$ cat config.mk
export PLATFORM = sky130hd
export DESIGN_NAME = dram_port_access_refresh_ctl
export DESIGN_NICKNAME = d
export VERILOG_FILES = /design/src/verilog/dram_port_access_refresh_ctl.v /design/src/verilog/refresh_interval_timer.v
export VERILOG_INCLUDE_DIRS = /design/src /design/src/verilog
export SDC_FILE = /design/constraint.sdc
export NUM_CORES = 1
export LEC_CHECK = 0
export BUFFER_PORTS_ARGS = -buffer_cell sky130_fd_sc_hd__buf_2
export CELL_PAD_IN_SITES_DETAIL_PLACEMENT = 1
export CELL_PAD_IN_SITES_GLOBAL_PLACEMENT = 1
export CORE_AREA = 4 4 91 93
export CTS_CLUSTER_SIZE = 30
export DETAILED_ROUTE_END_ITERATION = 10
export DIE_AREA = 0 0 95 97
export GPL_TIMING_DRIVEN = 0
export PLACE_DENSITY_LB_ADDON = 0.1
export SYNTH_ARGS = -nofsm -noshare
export SYNTH_HDL_FRONTEND = slang
export SYNTH_HIERARCHICAL = 1
export SYNTH_SLANG_ARGS = --single-unit
$ cat constraint.sdc
create_clock -name i_clock -period 2.6 [get_ports i_clock]
set_input_delay 0.26 -clock i_clock [delete_from_list [all_inputs] [get_ports i_clock]]
set_output_delay 0.26 -clock i_clock [all_outputs]
set_load 0.05 [all_outputs]
$ cat src/verilog/dram_port_regs.vh
// constants for the dram access port and refresh front end
// assumes a single 50 MHz controller clock; no register bus
// Summary of operation
// - external request with inhibit asserted refreshes
// - held external request gives burst refreshes
// - external request without inhibit clears row counter
// - inhibit suppresses internal timed refreshes
// - mode 0 strobe with select sets pending
// - pending access starts at next clock edge
// - mode 1 strobe with select asserts row strobe
// - busy mode 1 strobe waits for event end
// - address captured on strobe falling edge
// - hold request negation ends access, row strobe
// - style low: wait output active low stall
// - style high: acknowledge after access performed
// - acknowledge delayed by programmed wait count
// - extend input adds clock edges to acknowledge
// - refresh due pulse every 13 or 15 us
// - refresh active brackets each refresh cycle
`ifndef DRAM_PORT_REGS_VH
`define DRAM_PORT_REGS_VH
`define CLK_MHZ          50
`define REFRESH_US_SHORT     13
`define REFRESH_US_LONG      15
`define REFRESH_CYC_SHORT    (`REFRESH_US_SHORT * `CLK_MHZ)
`define REFRESH_CYC_LONG     (`REFRESH_US_LONG * `CLK_MHZ)
`define REFRESH_RELOAD_SHORT 10'h289 // short interval cycles less one
`define REFRESH_RELOAD_LONG  10'h2ed // long interval cycles less one
`define REFRESH_ROW_CYCLES   3'h4    // refresh row strobe length
`define ROW_CNT_W            11
`define ADDR_W               24
`define WAIT_W               3
`define REFRESH_TMR_W        10
`endif

$ cat src/verilog/dram_port_access_refresh_ctl.v
// access port and refresh request front end of a dram controller
// assumes host inputs synchronous to i_clock; mode bits held static
`timescale 1ns/1ps
`include "dram_port_regs.vh"
module dram_port_access_refresh_ctl (
  input  wire               i_clock,                    // controller clock
  input  wire               i_resetn,                   // async reset, low
  input  wire               i_access_mode,              // 0 latch, 1 strobe
  input  wire               i_ack_style_select,         // 1 acknowledge style
  input  wire [`WAIT_W-1:0] i_wait_count,               // programmed waits
  input  wire               i_addr_latch_en,            // capture enable
  input  wire               i_refresh_due_en,           // due output enable
  input  wire               i_long_period,              // 15 us interval
  input  wire               i_addr_strobe_n,            // strobe / latch en
  input  wire               i_chip_select_n,            // port select
  input  wire               i_access_hold_req_n,        // access hold
  input  wire               i_stall_extend_n,           // extend waits
  input  wire               i_ext_refresh_req_n,        // external refresh
  input  wire               i_internal_refresh_inhibit_n, // inhibit
  input  wire [`ADDR_W-1:0] i_address,                  // bank row column
  output reg  [`ADDR_W-1:0] o_address,                  // captured address
  output wire               o_access_row_strobe_n,      // access row strobe
  output reg                o_refresh_row_strobe_n,     // refresh row strobe
  output reg  [`ROW_CNT_W-1:0] o_refresh_row,           // refresh row
  output reg                o_refresh_active_n,         // refresh in progress
  output reg                o_refresh_due_n,            // interval elapsed
  output wire               o_transfer_ack_n            // wait or acknowledge
);
  localparam S_IDLE   = 2'd0; // nothing owns the dram
  localparam S_ACCESS = 2'd1; // host access owns strobes
  localparam S_REFRESH = 2'd2; // refresh owns strobes
  localparam S_RDONE  = 2'd3; // refresh strobe negated, close

  reg [1:0]  state;             // arbiter state
  reg [1:0]  next_state;        // next arbiter state
  reg        pending;           // access waiting for the dram
  reg        strobe_d;          // strobe level last cycle
  reg        int_req;           // internal refresh owed
  reg        ext_clear_d;       // edge detect for counter clear
  reg [2:0]  rcnt;              // refresh row strobe length
  reg [`WAIT_W:0] wcnt;         // wait state count
  reg        ack;               // access performed and waited out
  reg        row_reg;           // registered access row strobe
  wire       tick;              // interval pulse

  // host strobe qualified by the port select; no host access starts without it
  wire strobe_on    = !i_addr_strobe_n && !i_chip_select_n;
  // first cycle of a qualified strobe stands for its falling edge
  wire strobe_fall  = strobe_on && !strobe_d;
  // external request counts only while internal refresh is inhibited
  wire ext_req      = !i_ext_refresh_req_n && !i_internal_refresh_inhibit_n;
  // a refresh is wanted from either source
  wire refresh_want = ext_req || int_req;
  // external request while not inhibited clears the row counter instead
  wire row_clear    = !i_ext_refresh_req_n && i_internal_refresh_inhibit_n
                      && !ext_clear_d;

  // true when a down counter has run out; refresh and wait logic share it
  function is_zero;
    input [`WAIT_W:0] value; // counter value, zero extended by the caller
    begin
      is_zero = (value == {(`WAIT_W+1){1'b0}});
    end
  endfunction

  // interval timer; its pulse feeds both the due output and internal refresh
  refresh_interval_timer u_timer (
    .i_clock       (i_clock),
    .i_resetn      (i_resetn),
    .i_long_period (i_long_period),
    .o_tick        (tick)
  );

  // mode 1 idle strobe starts the row strobe at once, else registered
  // hazard: this path is combinational from the host pins to the dram
  assign o_access_row_strobe_n = !(row_reg ||
    (state == S_IDLE && i_access_mode && strobe_on && !refresh_want));

  // an access is in flight once its row strobe is low or it is latched
  wire access_on = !o_access_row_strobe_n || pending;

  // polarity set by style: low wait until done, or low acknowledge
  // wait style stalls only while the row strobe is low or an access is pending, so
  // the first strobe cycle reads ready unless a mode 1 strobe takes an idle dram at once
  assign o_transfer_ack_n = i_ack_style_select ? !ack
                                               : (ack || !access_on);

  // arbiter: a waiting access or refresh takes an idle dram
  // refresh wins a tie so that a waiting access never delays a refresh
  always @* begin
    next_state = state;
    case (state)
      S_IDLE: begin
        if (!i_access_mode && (pending || strobe_on) && !refresh_want)
          next_state = S_ACCESS;
        else if (i_access_mode && (pending || strobe_on) && !refresh_want)
          next_state = S_ACCESS;
        else if (refresh_want)
          next_state = S_REFRESH;
      end
      S_ACCESS: begin
        // the access lasts until the host drops its hold request
        if (i_access_hold_req_n && !pending)
          next_state = S_IDLE;
      end
      S_REFRESH: begin
        // leave once the row strobe length has been counted out
        if (is_zero({1'b0, rcnt}))
          next_state = S_RDONE;
      end
      S_RDONE: begin
        // back to idle; a held external request wins again there
        next_state = S_IDLE;
      end
      default: begin
        next_state = S_IDLE; // unused code falls back to idle
      end
    endcase
  end

  // arbiter state register
  always @(posedge i_clock or negedge i_resetn) begin
    if (!i_resetn) begin
      state <= S_IDLE;
    end else begin
      state <= next_state;
    end
  end

  // strobe history and address capture on the strobe falling edge
  always @(posedge i_clock or negedge i_resetn) begin
    if (!i_resetn) begin
      strobe_d  <= 1'b0;
      o_address <= {`ADDR_W{1'b0}};
    end else begin
      strobe_d <= strobe_on;
      if (strobe_fall && i_addr_latch_en) begin
        o_address <= i_address;
      end
    end
  end

  // access pending latch: set by strobe with select that is not taken
  // at once, cleared when the arbiter hands the dram to the access
  always @(posedge i_clock or negedge i_resetn) begin
    if (!i_resetn) begin
      pending <= 1'b0;
    end else if (strobe_on && state != S_ACCESS && next_state != S_ACCESS) begin
      pending <= 1'b1;
    end else if (next_state == S_ACCESS) begin
      pending <= 1'b0; // taken by the arbiter
    end
  end

  // internal refresh owed unless inhibited; set wins over clear
  // the due output pulses for one cycle per interval when enabled
  always @(posedge i_clock or negedge i_resetn) begin
    if (!i_resetn) begin
      int_req         <= 1'b0;
      o_refresh_due_n <= 1'b1;
    end else begin
      if (tick && i_internal_refresh_inhibit_n) begin
        int_req <= 1'b1;
      end else if (!i_internal_refresh_inhibit_n || next_state == S_REFRESH) begin
        int_req <= 1'b0; // inhibited, or served by this refresh
      end
      o_refresh_due_n <= !(tick && i_refresh_due_en);
    end
  end

  // refresh row counter: cleared by an external request edge while not
  // inhibited, advanced once at the close of every refresh
  always @(posedge i_clock or negedge i_resetn) begin
    if (!i_resetn) begin
      ext_clear_d   <= 1'b0;
      o_refresh_row <= {`ROW_CNT_W{1'b0}};
    end else begin
      ext_clear_d <= !i_ext_refresh_req_n;
      if (row_clear) begin
        o_refresh_row <= {`ROW_CNT_W{1'b0}};
      end else if (state == S_RDONE) begin
        o_refresh_row <= o_refresh_row + 1'b1; // next row
      end
    end
  end

  // refresh sequencing: active first, strobe, then release
  // active drops one edge before the strobe and rises one edge after it
  always @(posedge i_clock or negedge i_resetn) begin
    if (!i_resetn) begin
      rcnt                   <= 3'h0;
      o_refresh_row_strobe_n <= 1'b1;
      o_refresh_active_n     <= 1'b1;
    end else if (state == S_IDLE && next_state == S_REFRESH) begin
      o_refresh_active_n <= 1'b0;
      rcnt               <= `REFRESH_ROW_CYCLES;
    end else if (state == S_REFRESH) begin
      o_refresh_row_strobe_n <= is_zero({1'b0, rcnt});
      if (!is_zero({1'b0, rcnt})) begin
        rcnt <= rcnt - 1'b1; // strobe low time still running
      end
    end else if (state == S_RDONE) begin
      o_refresh_active_n <= 1'b1;
    end
  end

  // access row strobe held until hold request drops
  always @(posedge i_clock or negedge i_resetn) begin
    if (!i_resetn) begin
      row_reg <= 1'b0;
    end else begin
      row_reg <= (next_state == S_ACCESS);
    end
  end

  // wait states, extended by the extend input
  // the count reloads between accesses so each one sees the programmed waits
  always @(posedge i_clock or negedge i_resetn) begin
    if (!i_resetn) begin
      wcnt <= {(`WAIT_W+1){1'b0}};
      ack  <= 1'b0;
    end else if (state != S_ACCESS) begin
      wcnt <= {1'b0, i_wait_count}; // reload while no access runs
      ack  <= 1'b0;
    end else if (!i_stall_extend_n) begin
      wcnt <= wcnt;
    end else if (!is_zero(wcnt)) begin
      wcnt <= wcnt - 1'b1;
    end else begin
      ack <= 1'b1; // waits done, access performed
    end
  end
endmodule

$ cat src/verilog/refresh_interval_timer.v
// refresh interval timer: pulses once per 13 or 15 us interval
// assumes a 50 MHz clock and a level select of the interval
`timescale 1ns/1ps
`include "dram_port_regs.vh"
module refresh_interval_timer (
  input  wire i_clock,       // controller clock
  input  wire i_resetn,      // asynchronous reset, active low
  input  wire i_long_period, // high selects the 15 us interval
  output reg  o_tick         // one-cycle pulse at interval end
);
  reg  [`REFRESH_TMR_W-1:0] count;  // cycles left in interval
  wire [`REFRESH_TMR_W-1:0] reload; // interval length less one
  assign reload = i_long_period ? `REFRESH_RELOAD_LONG
                                : `REFRESH_RELOAD_SHORT;
  // count down and reload, flag the end of each interval
  always @(posedge i_clock or negedge i_resetn) begin
    if (!i_resetn) begin
      count  <= {`REFRESH_TMR_W{1'b0}};
      o_tick <= 1'b0;
    end else if (count == {`REFRESH_TMR_W{1'b0}}) begin
      count  <= reload;
      o_tick <= 1'b1;
    end else begin
      count  <= count - 1'b1;
      o_tick <= 1'b0;
    end
  end
endmodule

; Word-level counts from Yosys, hierarchy flattened
; Index checks and enable logic that the tools add are counted.
; W data, S select, Z words.
[op_classes]
addsub = 4
eq_ne = 10
mux = 28
bitwise = 1
reduce_logical = 54
[ops]
columns = op, n
row1 = $mux W11, 2
row2 = $logic_and A1 B1 Y1, 19
row3 = $reduce_bool A2 Y1, 7
row4 = $logic_not A1 Y1, 13
row5 = $mux W1, 12
row6 = $mux W4, 3
row7 = $add A11 B1 Y11 const B, 1
row8 = $logic_not A10 Y1, 1
row9 = $mux W10, 1
row10 = $mux W2, 5
row11 = $reduce_and A2 Y1, 5
row12 = $sub A10 B1 Y10 const B, 1
row13 = $mux W3, 3
row14 = $pmux W2 S4, 1
row15 = $mux W7, 1
row16 = $eq A2 B2 Y1 const B, 3
row17 = $logic_or A1 B1 Y1, 6
row18 = $ne A2 B1 Y1 const B, 3
row19 = $eq A2 B1 Y1 const B, 2
row20 = $logic_not A4 Y1, 1
row21 = $ne A2 B2 Y1 const B, 2
row22 = $sub A4 B1 Y4 const B, 1
row23 = $logic_not A3 Y1, 1
row24 = $sub A3 B1 Y3 const B, 1
row25 = 2 further kinds, 2
[word_totals]
ff_bits = 64
in_bits = 40
out_inout_bits = 40
word_cells = 113

; Depth between registers and ports, before layout
; Gate-level depths: netlist of the first run.
[logic_depth]
ltp_word = 12
mapped_depth = 6
mapped_depth_nobuf = 6

; By module
; Netlist of the first run, hierarchy kept.
[modules_own_cells]
columns = module, instances, cells_per_inst, area_each_um2, seq_area_each_um2
row1 = dram_port_access_refresh_ctl, 1, 204, 2394.8, 1330.0
row2 = refresh_interval_timer, 1, 48, 515.5, 275.3

; Least setup slack after synthesis of the first run
; No wires, ideal clock.
[synth_timing]
path_type = flip-flop to output port
from = reg state[1]
to = out o_transfer_ack_n
arrival_ns = 2.335
required_ns = 2.340
setup_slack_ns = 0.005
path_stages_with_launch = 5
n_path_buf = 2
cell_sequence = dfrtp_1 buf_2 buf_2 nor3_1 o41ai_1
[synth_via]
elab_chain_cells = 9
[synth_rtl]
columns = item, line_no
row1 = from (decl), dram_port_access_refresh_ctl.v:34  ; reg [1:0] state;
row2 = from (signal assigned), dram_port_access_refresh_ctl.v:126  ; state <= next_state;
row3 = $logic_not A2 Y1, dram_port_access_refresh_ctl.v:77  ; (state == S_IDLE && i_access_mode && strobe_on && !refresh_want));
row4 = $logic_and A1 B1 Y1 (3 in a row), dram_port_access_refresh_ctl.v:77
row5 = $logic_or A1 B1 Y1, dram_port_access_refresh_ctl.v:76  ; assign o_access_row_strobe_n = !(row_reg ||
row6 = $logic_or A1 B1 Y1, dram_port_access_refresh_ctl.v:80  ; wire access_on = !o_access_row_strobe_n || pending;
row7 = $logic_not A1 Y1, dram_port_access_refresh_ctl.v:86  ; : (ack || !access_on);
row8 = $logic_or A1 B1 Y1, dram_port_access_refresh_ctl.v:86
row9 = $mux W1, dram_port_access_refresh_ctl.v:85  ; assign o_transfer_ack_n = i_ack_style_select ? !ack
row10 = to (decl), dram_port_access_refresh_ctl.v:27  ; output wire o_transfer_ack_n
; Every way passes these cells.

; Final worst setup path of the first run
[layout_timing]
from = reg state[0]
to = out o_transfer_ack_n
; Same word-level chain as after synthesis.

==> Flow_metrics.wiki, run 1 <==
{| class="wikitable"
! Metric !! Value
|-
| Run status || completed
|-
| R2R Path Start || u_timer/count[2]$_DFF_PN0_
|-
| Maximum clock path buffer count || 2
|-
| Floorplan die height || 97 um
|-
| Worst Setup End Kind || output pin
|-
| Proportion of register bits with asynchronous set or reset after synthesis || 100%
|-
| Power Density || 1010 mW/mm^2
|-
| Top Registers || o_address (24), o_refresh_row (11), u_timer/count (10)
|-
| DPL Wire Length || 4.82 mm
|-
| Count of buffers inserted at the top-level ports || 79
|-
| Final standard cell utilization of the core || 48.6%
|-
| Sinks on the clock net || 64
|-
| Critical Path, Cell by Cell || buf_6, or4b_1, nor3_1, o41ai_1, buf_2
|-
| Number of cells traversed by the worst register-to-register path || 3
|-
| Seq/Total Area, Yosys || 55.2%
|-
| CP startpoint kind || flip-flop
|-
| DRC violation total after the first TritonRoute iteration || 66
|-
| # Max-Cap Violations || 0
|-
| Highest clock frequency the design can meet || 0.464 GHz
|-
| Critical-path top delay cell || or4b_1
|-
| Number of levels in the clock H-tree || 3
|-
| Total count of hold-check failures in the final report || 0
|-
| Most instantiated flip-flop cell in the synthesis netlist || dfrtp_1
|-
| RD Place Congestion || 0.763
|-
| Worst reg2reg endpoint || u_timer/count[8]$_DFF_PN0_
|-
| Clock slew seen by the registers of the worst setup and hold paths || 0.07 ns
|-
| Diodes inserted || 0
|-
| Number of nets produced by synthesis || 297
|-
| Master cell of the clock root buffer || clkbuf_8
|-
| Total of endpoints with negative setup slack in the final report || 0
|-
| # hold bufs at CTS || 0
|-
| Number of buffers added by the clock tree synthesis step || 9
|-
| Unique cell type count in the Yosys netlist || 48
|-
| Total vias in the final route || 2261
|-
| Post-route DRC || 0
|-
| Number of flip-flops under the largest register name || 24
|-
| Syn Inst Count || 252
|-
| Boundary pin count || 80
|-
| Count of standard-cell rows || 32
|-
| Number of flip-flops and latches in the synthesized netlist || 64
|-
| Share of final-layout standard cells stronger than drive strength 1 || 39.5%
|-
| Maximum number of pins on one net before global-route repair || 65
|-
| Final Critical Period || 2.16 ns
|-
| Wire length of the first global-routing pass || 11.0 mm
|-
| First drt pass iteration count || 4
|-
| Slew @ Worst Pin || 0.819 ns
|-
| Area growth from synthesis to layout || 25.6%
|-
| Area of the core || 0.00753 mm^2
|-
| Die X-Extent || 95 um
|-
| Static leakage || 1.73 nW
|-
| Drt wl/cell || 14.8 um
|-
| Synthesized area || 0.00291 mm^2
|-
| Register with the most flip-flops || o_address
|-
| Rel. slew slack || 45.4%
|-
| Peak supply drop || 0.000340 V
|-
| Data required time at the worst endpoint || 2.34 ns
|-
| Initial cell density of the core || 38.7%
|-
| ANT nets after route || 0
|-
| Post-route clock period utilization || 82.9%
|-
| Number of antenna violations at the first check in global routing || 0
|-
| Number of enable-type register cells in the synthesized netlist || 0
|-
| Post-DR vias/cell || 5.04
|-
| DIE AREA || 0.00922 mm^2
|-
| Total gr overflow || 0
|-
| Setup repair after global routing missed its margin || false
|-
| Post-CTS Setup Inserts || 0
|-
| Mean area per synthesized cell || 11.5 um^2
|-
| Post-layout net count || 387
|-
| Final sum of negative setup slack || 0 ns
|-
| Worst-path maximum fanout || 10
|-
| Worst endpoint data arrival time || 1.90 ns
|-
| Reg-to-reg setup timing slack || 0.69 ns
|-
| CP max stage delay || 0.51 ns
|-
| Type of the worst setup path || flip-flop to output pin
|-
| Count of cells resized by post-cts repair || 0
|-
| Overall Global Routing Usage || 15.4%
|-
| Worst hold path class || input port to async pin
|-
| Total number of yosys warnings || 6
|-
| TritonCTS clock tree || done
|-
| Setup Skew || 0.00534 ns
|-
| Number of global-route vias before repair || 2239
|-
| Wire length reported by the detailed router || 6.63 mm
|-
| Final Max Tran Viols || 0
|-
| Source-to-sink clock delay at the later pin of the worst-skew pair || 0.34 ns
|}
-- synth_stat cells, types with 3 or more instances --
cell	instances	area share, %
nand2_1	12	1.5
nor3_1	3	0.52
nand3_1	8	1.4
a21oi_1	12	2.1
nor3b_1	3	0.77
nor2b_1	5	1.1
dfrtp_1	61	52
mux2_2	24	9.3
or3_1	6	1.3
o21ai_0	12	2.1
inv_1	16	2.1
o41ai_1	3	0.90
mux2_1	4	1.5
xnor2_1	4	1.2
a31oi_1	5	1.1
or4_1	4	1.0
nor2_1	18	2.3
dfstp_2	3	2.7
ha_1	5	2.1
nor4_1	4	0.86
buf_6	3	1.2
buf_2	4	0.69
-- metrics by stage --
stage	power (mW)	cell area [um^2]	setup slack (ns)	hold WS, ns	std cells
global route	3.92	3660	0.349	0.0396	449
finish	3.68	3660	0.445	0.00460	449
detailed placement	2.76	3440	0.694	0.392	433
global placement	2.72	3430	0.699	0.391	433
CTS	3.73	3660	0.427	0.0239	449
floorplan	2.40	2910	0.00512	-0.0356	252
-- critical path: cells and delay by family (launching register included) --
family,cells,cell delay (ns)
AO/OA/AOI/OAI,1,0.10
AND/OR/NAND/NOR,2,0.73
flip-flops,1,0.37
buffers and inverters,2,0.36
-- cells in the final DEF (no fill, tap or decap), types with 2 or more instances in the layout --
cell type and n:
o21ai_0 12, o211ai_1 2, a21oi_1 12, nor3_1 3, ha_1 5, nand2b_1 2
buf_6 3, o31ai_1 2, nor3b_1 3, bufinv_16 2, inv_1 16, mux2_1 4
or3_1 6, nor2b_1 5, o41ai_1 3, nand4_1 2, clkinv_2 3, a31oi_1 5
buf_2 82, nand3_1 8, nand2_1 12, dfrtp_1 61, nor2_1 18, and4_1 2
nand4b_1 2, o21a_1 2, dfstp_2 3, nor4_1 4, mux2_2 24, xnor2_1 4
clkbuf_8 10, or4_1 4
-- final cells by class --
type	count	area [um^2]
clock buffers	10	138
clock inverters	6	82.6
well taps	102	128
plain buffers	7	53.8
multi-input cells	165	1190
repair buffers	79	398
fillers	895	3870
flip-flops and latches	64	1610
inverters	16	60.1
-- report_power, final --
group / internal [mW] / leakage (nW) / switching, mW
clock: 0.561 / 0.112 / 0.391
sequential: 1.25 / 0.786 / 0.194
combinational: 0.420 / 0.835 / 0.862
-- worst max path at each step --
stage                                       endpoint                  startpoint  depth (start not counted)  slack [ns]
after floorplan                     o_transfer_ack_n          state[1]$_DFF_PN0_                          4       0.005
after global placement    u_timer/count[8]$_DFF_PN0_  u_timer/count[2]$_DFF_PN0_                          3        0.70
after detailed placement  u_timer/count[8]$_DFF_PN0_  u_timer/count[2]$_DFF_PN0_                          3        0.69
after CTS                           o_transfer_ack_n          state[0]$_DFF_PN0_                          5        0.43
after global routing                o_transfer_ack_n          state[0]$_DFF_PN0_                          5        0.35
final                               o_transfer_ack_n          state[0]$_DFF_PN0_                          5        0.44
-- metal layers --
layer	vias up	wire length [um]	track usage [%]	part of all wire, %
li1	1098	-	-	-
met1	1105	2980	19.6	45
met2	54	3170	24.3	48
met3	4	419	5.29	6.3
met4	0	61	4.99	0.92
met5	-	0	0	0
-- cell families after synthesis --
family | after synthesis | share of synthesized area [%]
adders and majority gates | 5 | 2.15
and+or+nand+nor | 80 | 16.1
DFF | 64 | 55.2
buffers and inverters | 23 | 3.91
AOI/OAI and AO/OA | 47 | 10.4
xor gates and xnor gates | 5 | 1.50
muxes | 28 | 10.8
(Power assumes the default switching activity.)
==> run 2, diff against run 1 <==
--- a/config.mk
+++ b/config.mk
@@ -6,13 +6,14 @@
 export SDC_FILE = /design/constraint.sdc
 export NUM_CORES = 1
 export LEC_CHECK = 0
+export ABC_AREA = 1
 export BUFFER_PORTS_ARGS = -buffer_cell sky130_fd_sc_hd__buf_2
 export CELL_PAD_IN_SITES_DETAIL_PLACEMENT = 1
 export CELL_PAD_IN_SITES_GLOBAL_PLACEMENT = 1
-export CORE_AREA = 4 4 91 93
+export CORE_AREA = 4 4 93 95
 export CTS_CLUSTER_SIZE = 30
 export DETAILED_ROUTE_END_ITERATION = 10
-export DIE_AREA = 0 0 95 97
+export DIE_AREA = 0 0 97 99
 export GPL_TIMING_DRIVEN = 0
 export PLACE_DENSITY_LB_ADDON = 0.1
 export SYNTH_ARGS = -nofsm -noshare
==> constraint.sdc (replaced) <==
create_clock -name i_clock -period 2 [get_ports i_clock]
set_input_delay 0.2 -clock i_clock [delete_from_list [all_inputs] [get_ports i_clock]]
set_output_delay 0.2 -clock i_clock [all_outputs]
set_load 0.05 [all_outputs]
==> Flow_metrics.wiki, run 2 <==
{| class="wikitable"
! Metric !! Value
|-
| Count of buffers inserted at the top-level ports || 79
|-
| Worst hold path startpoint || i_ext_refresh_req_n
|-
| Maximum clock path buffer count || 2
|-
| Post-route clock period utilization || 81.1%
|-
| Total count of hold-check failures in the final report || 0
|-
| Setup Skew || 0.00914 ns
|-
| Final instance area || 0.00383 mm^2
|-
| Area share of the largest cell type after synthesis || 49.4%
|-
| CP startpoint kind || flip-flop
|-
| Number of enable-type register cells in the synthesized netlist || 0
|-
| DRC violation total after the first TritonRoute iteration || 56
|-
| Worst-path maximum fanout || 4
|-
| Post-route DRC || 0
|-
| Number of nets produced by synthesis || 360
|-
| Total vias in the final route || 2450
|-
| Area after DPL || 0.00361 mm^2
|-
| Worst reg2reg endpoint || rcnt[1]$_DFFE_PN0P_
|-
| Unique cell type count in the Yosys netlist || 33
|-
| Syn Inst Count || 315
|-
| Rel. slew slack || 45.2%
|-
| DIE AREA || 0.00960 mm^2
|-
| Wire length reported by the detailed router || 7.15 mm
|-
| Cell type with the highest aggregate area in the netlist || dfrtp_1
|-
| DPL Wire Length || 5.40 mm
|-
| Number of flip-flops under the largest register name || 24
|-
| Top Registers || o_address (24), o_refresh_row (11), u_timer/count (10)
|-
| Leading post-synthesis cells by cell area || dfrtp_1, mux2_4, nand2_1, inv_1, nor2_1
|-
| Count of cells resized by post-cts repair || 0
|-
| Finished Layout Cells || 514
|-
| Worst endpoint data arrival time || 1.42 ns
|-
| Highest clock frequency the design can meet || 0.616 GHz
|-
| Count of standard-cell rows || 32
|-
| Sinks on the clock net || 64
|-
| Total of endpoints with negative setup slack in the final report || 0
|-
| Worst hold path class || input port to flip-flop
|-
| RD Place Congestion || 0.760
|-
| TritonCTS clock tree || done
|-
| First drt pass iteration count || 4
|-
| Total gr overflow || 0
|-
| End point of the worst hold path || ext_clear_d$_DFF_PN0_
|-
| ANT nets after route || 0
|-
| Commonest non-fill, non-tap cell in the layout || buf_2
|-
| Commonest cells in the netlist || dfrtp_1, nand2_1, inv_1, nor2_1, mux2_4
|-
| # Max-Cap Violations || 0
|-
| Source-to-sink clock delay at the later pin of the worst-skew pair || 0.34 ns
|-
| Total number of yosys warnings || 6
|-
| Power Density || 1170 mW/mm^2
|-
| Post-Route Hold Slack || 0.0577 ns
|-
| Number of cells traversed by the worst register-to-register path || 7
|-
| Most instantiated flip-flop cell in the synthesis netlist || dfrtp_1
|-
| Post-CTS Setup Inserts || 0
|-
| Area growth from synthesis to layout || 24.0%
|-
| Most numerous cell in the Yosys netlist || dfrtp_1
|-
| Type of the worst setup path || flip-flop to output pin
|-
| Reg-to-reg setup timing slack || 0.59 ns
|-
| Master cell of the clock root buffer || clkbuf_8
|-
| Area of the core || 0.00773 mm^2
|-
| Register with the most flip-flops || o_address
|-
| Final sum of negative setup slack || 0 ns
|-
| Run status || completed
|-
| Post-layout net count || 452
|-
| Final Max Tran Viols || 0
|-
| Pre-CTS setup slack || 0.572 ns
|-
| Depth of the worst hold-timing path || 2
|-
| Maximum number of pins on one net before global-route repair || 65
|-
| Leading cell types in the layout, fill and taps excluded || buf_2, dfrtp_1, nand2_1, inv_1, nor2_1
|-
| Drt wl/cell || 13.9 um
|-
| Overall Global Routing Usage || 16.1%
|-
| Slew @ Worst Pin || 0.822 ns
|-
| Setup repair after global routing missed its margin || false
|-
| Clock slew seen by the registers of the worst setup and hold paths || 0.08 ns
|-
| Mean area per synthesized cell || 9.80 um^2
|-
| Floorplan die height || 99 um
|-
| Worst Setup End Kind || output pin
|-
| Number of instances in the placed design || 496
|-
| Number of antenna violations at the first check in global routing || 0
|-
| Post-DR vias/cell || 4.77
|-
| Seq/Total Area, Yosys || 52.0%
|-
| # hold bufs at CTS || 2
|-
| Wire length of the first global-routing pass || 12.5 mm
|-
| Synthesized area || 0.00309 mm^2
|-
| Static leakage || 2.07 nW
|-
| Share of final-layout standard cells stronger than drive strength 1 || 33.5%
|-
| Peak supply drop || 0.000478 V
|-
| Number of flip-flops and latches in the synthesized netlist || 64
|-
| Initial cell density of the core || 40.0%
|-
| Proportion of register bits with asynchronous set or reset after synthesis || 100%
|-
| Number of global-route vias before repair || 2619
|-
| Diodes inserted || 0
|-
| Number of fill cells in the layout || 920
|-
| Die X-Extent || 97 um
|-
| Final critical-path setup slack || 0.377 ns
|-
| R2R Path Start || rcnt[0]$_DFFE_PN0P_
|-
| Boundary pin count || 80
|-
| Final Critical Period || 1.62 ns
|-
| Number of levels in the clock H-tree || 3
|-
| Number of buffers added by the clock tree synthesis step || 9
|-
| Data required time at the worst endpoint || 1.80 ns
|}
==> run 2: cell types whose count changed after synthesis, moves of 5 or more <==
cell     delta
nor2b_1     -5
mux2_4     +20
mux2_2     -20
nand2_1    +44
or3_1       -6
nand3_1     +8
nor2_1     +21
inv_1      +31
==> run 2: layout make-up <==
| class | count | area (um^2) | share of cell area [%] |
|---|---|---|---|
| buffer | 3 | 27.5 | 0.719 |
| clock buffer | 9 | 124 | 3.24 |
| clock inverter | 7 | 71.3 | 1.86 |
| inverter | 48 | 183 | 4.77 |
| multi-input combinational | 200 | 1270 | 33.2 |
| sequential | 64 | 1610 | 41.9 |
| tap | 102 | 128 | 3.33 |
| timing repair buffer | 81 | 418 | 10.9 |
==> run 2: how the worst max path moves through the flow <==
stage,start,endpoint,slack [ns],cells after the start
after floorplan,o_refresh_row[1]$_DFFE_PN0P_,o_refresh_row[6]$_DFFE_PN0P_,0.42,8
after global placement,i_resetn,o_address[14]$_DFFE_PN0P_,0.42,1
after detailed placement,rcnt[0]$_DFFE_PN0P_,rcnt[1]$_DFFE_PN0P_,0.57,7
after CTS,state[0]$_DFF_PN0_,o_transfer_ack_n,0.34,5
after global routing,state[0]$_DFF_PN0_,o_transfer_ack_n,0.26,5
final,state[0]$_DFF_PN0_,o_transfer_ack_n,0.38,5
==> run 2: logic make-up after synthesis <==
| family | after synthesis | synth area share [%] |
|---|---|---|
| and+or+nand+nor | 133 | 20.7 |
| buffers and inverters | 51 | 6.81 |
| DFF | 64 | 52.0 |
| xor gates and xnor gates | 4 | 1.13 |
| muxes | 24 | 11.2 |
| AOI/OAI and AO/OA | 34 | 6.20 |
| adders and majority gates | 5 | 2.03 |
==> run 2: critical path: stages (launching register included) <==
cell and delay, ns:
dfrtp_1 0.41, nor2_1 0.18, nand3_1 0.10, nand3b_1 0.12, a21oi_1 0.06, buf_2 0.21
==> run 2: power breakdown <==
group          internal [mW]  total, mW  switching [mW]
Clock                  0.575       1.11           0.534
Sequential              1.56       1.72           0.156
Combinational          0.504       1.64            1.14
Total                   2.64       4.47            1.83
==> run 2: metrics by stage <==
step,util [%],power [mW]
finish,49.5,4.47
global route,49.5,4.77
CTS,49.5,4.54
detailed placement,46.8,3.40
global placement,46.7,3.35
floorplan,-,2.97
==> run 2: per-layer routing <==
metal | global-route usage, % | up-vias | share of wire, %
met5 | 0 | - | 0
met4 | 7.13 | 0 | 2.1
met3 | 3.89 | 15 | 3.8
met2 | 27.2 | 45 | 51
met1 | 19.5 | 1189 | 43
li1 | - | 1201 | -
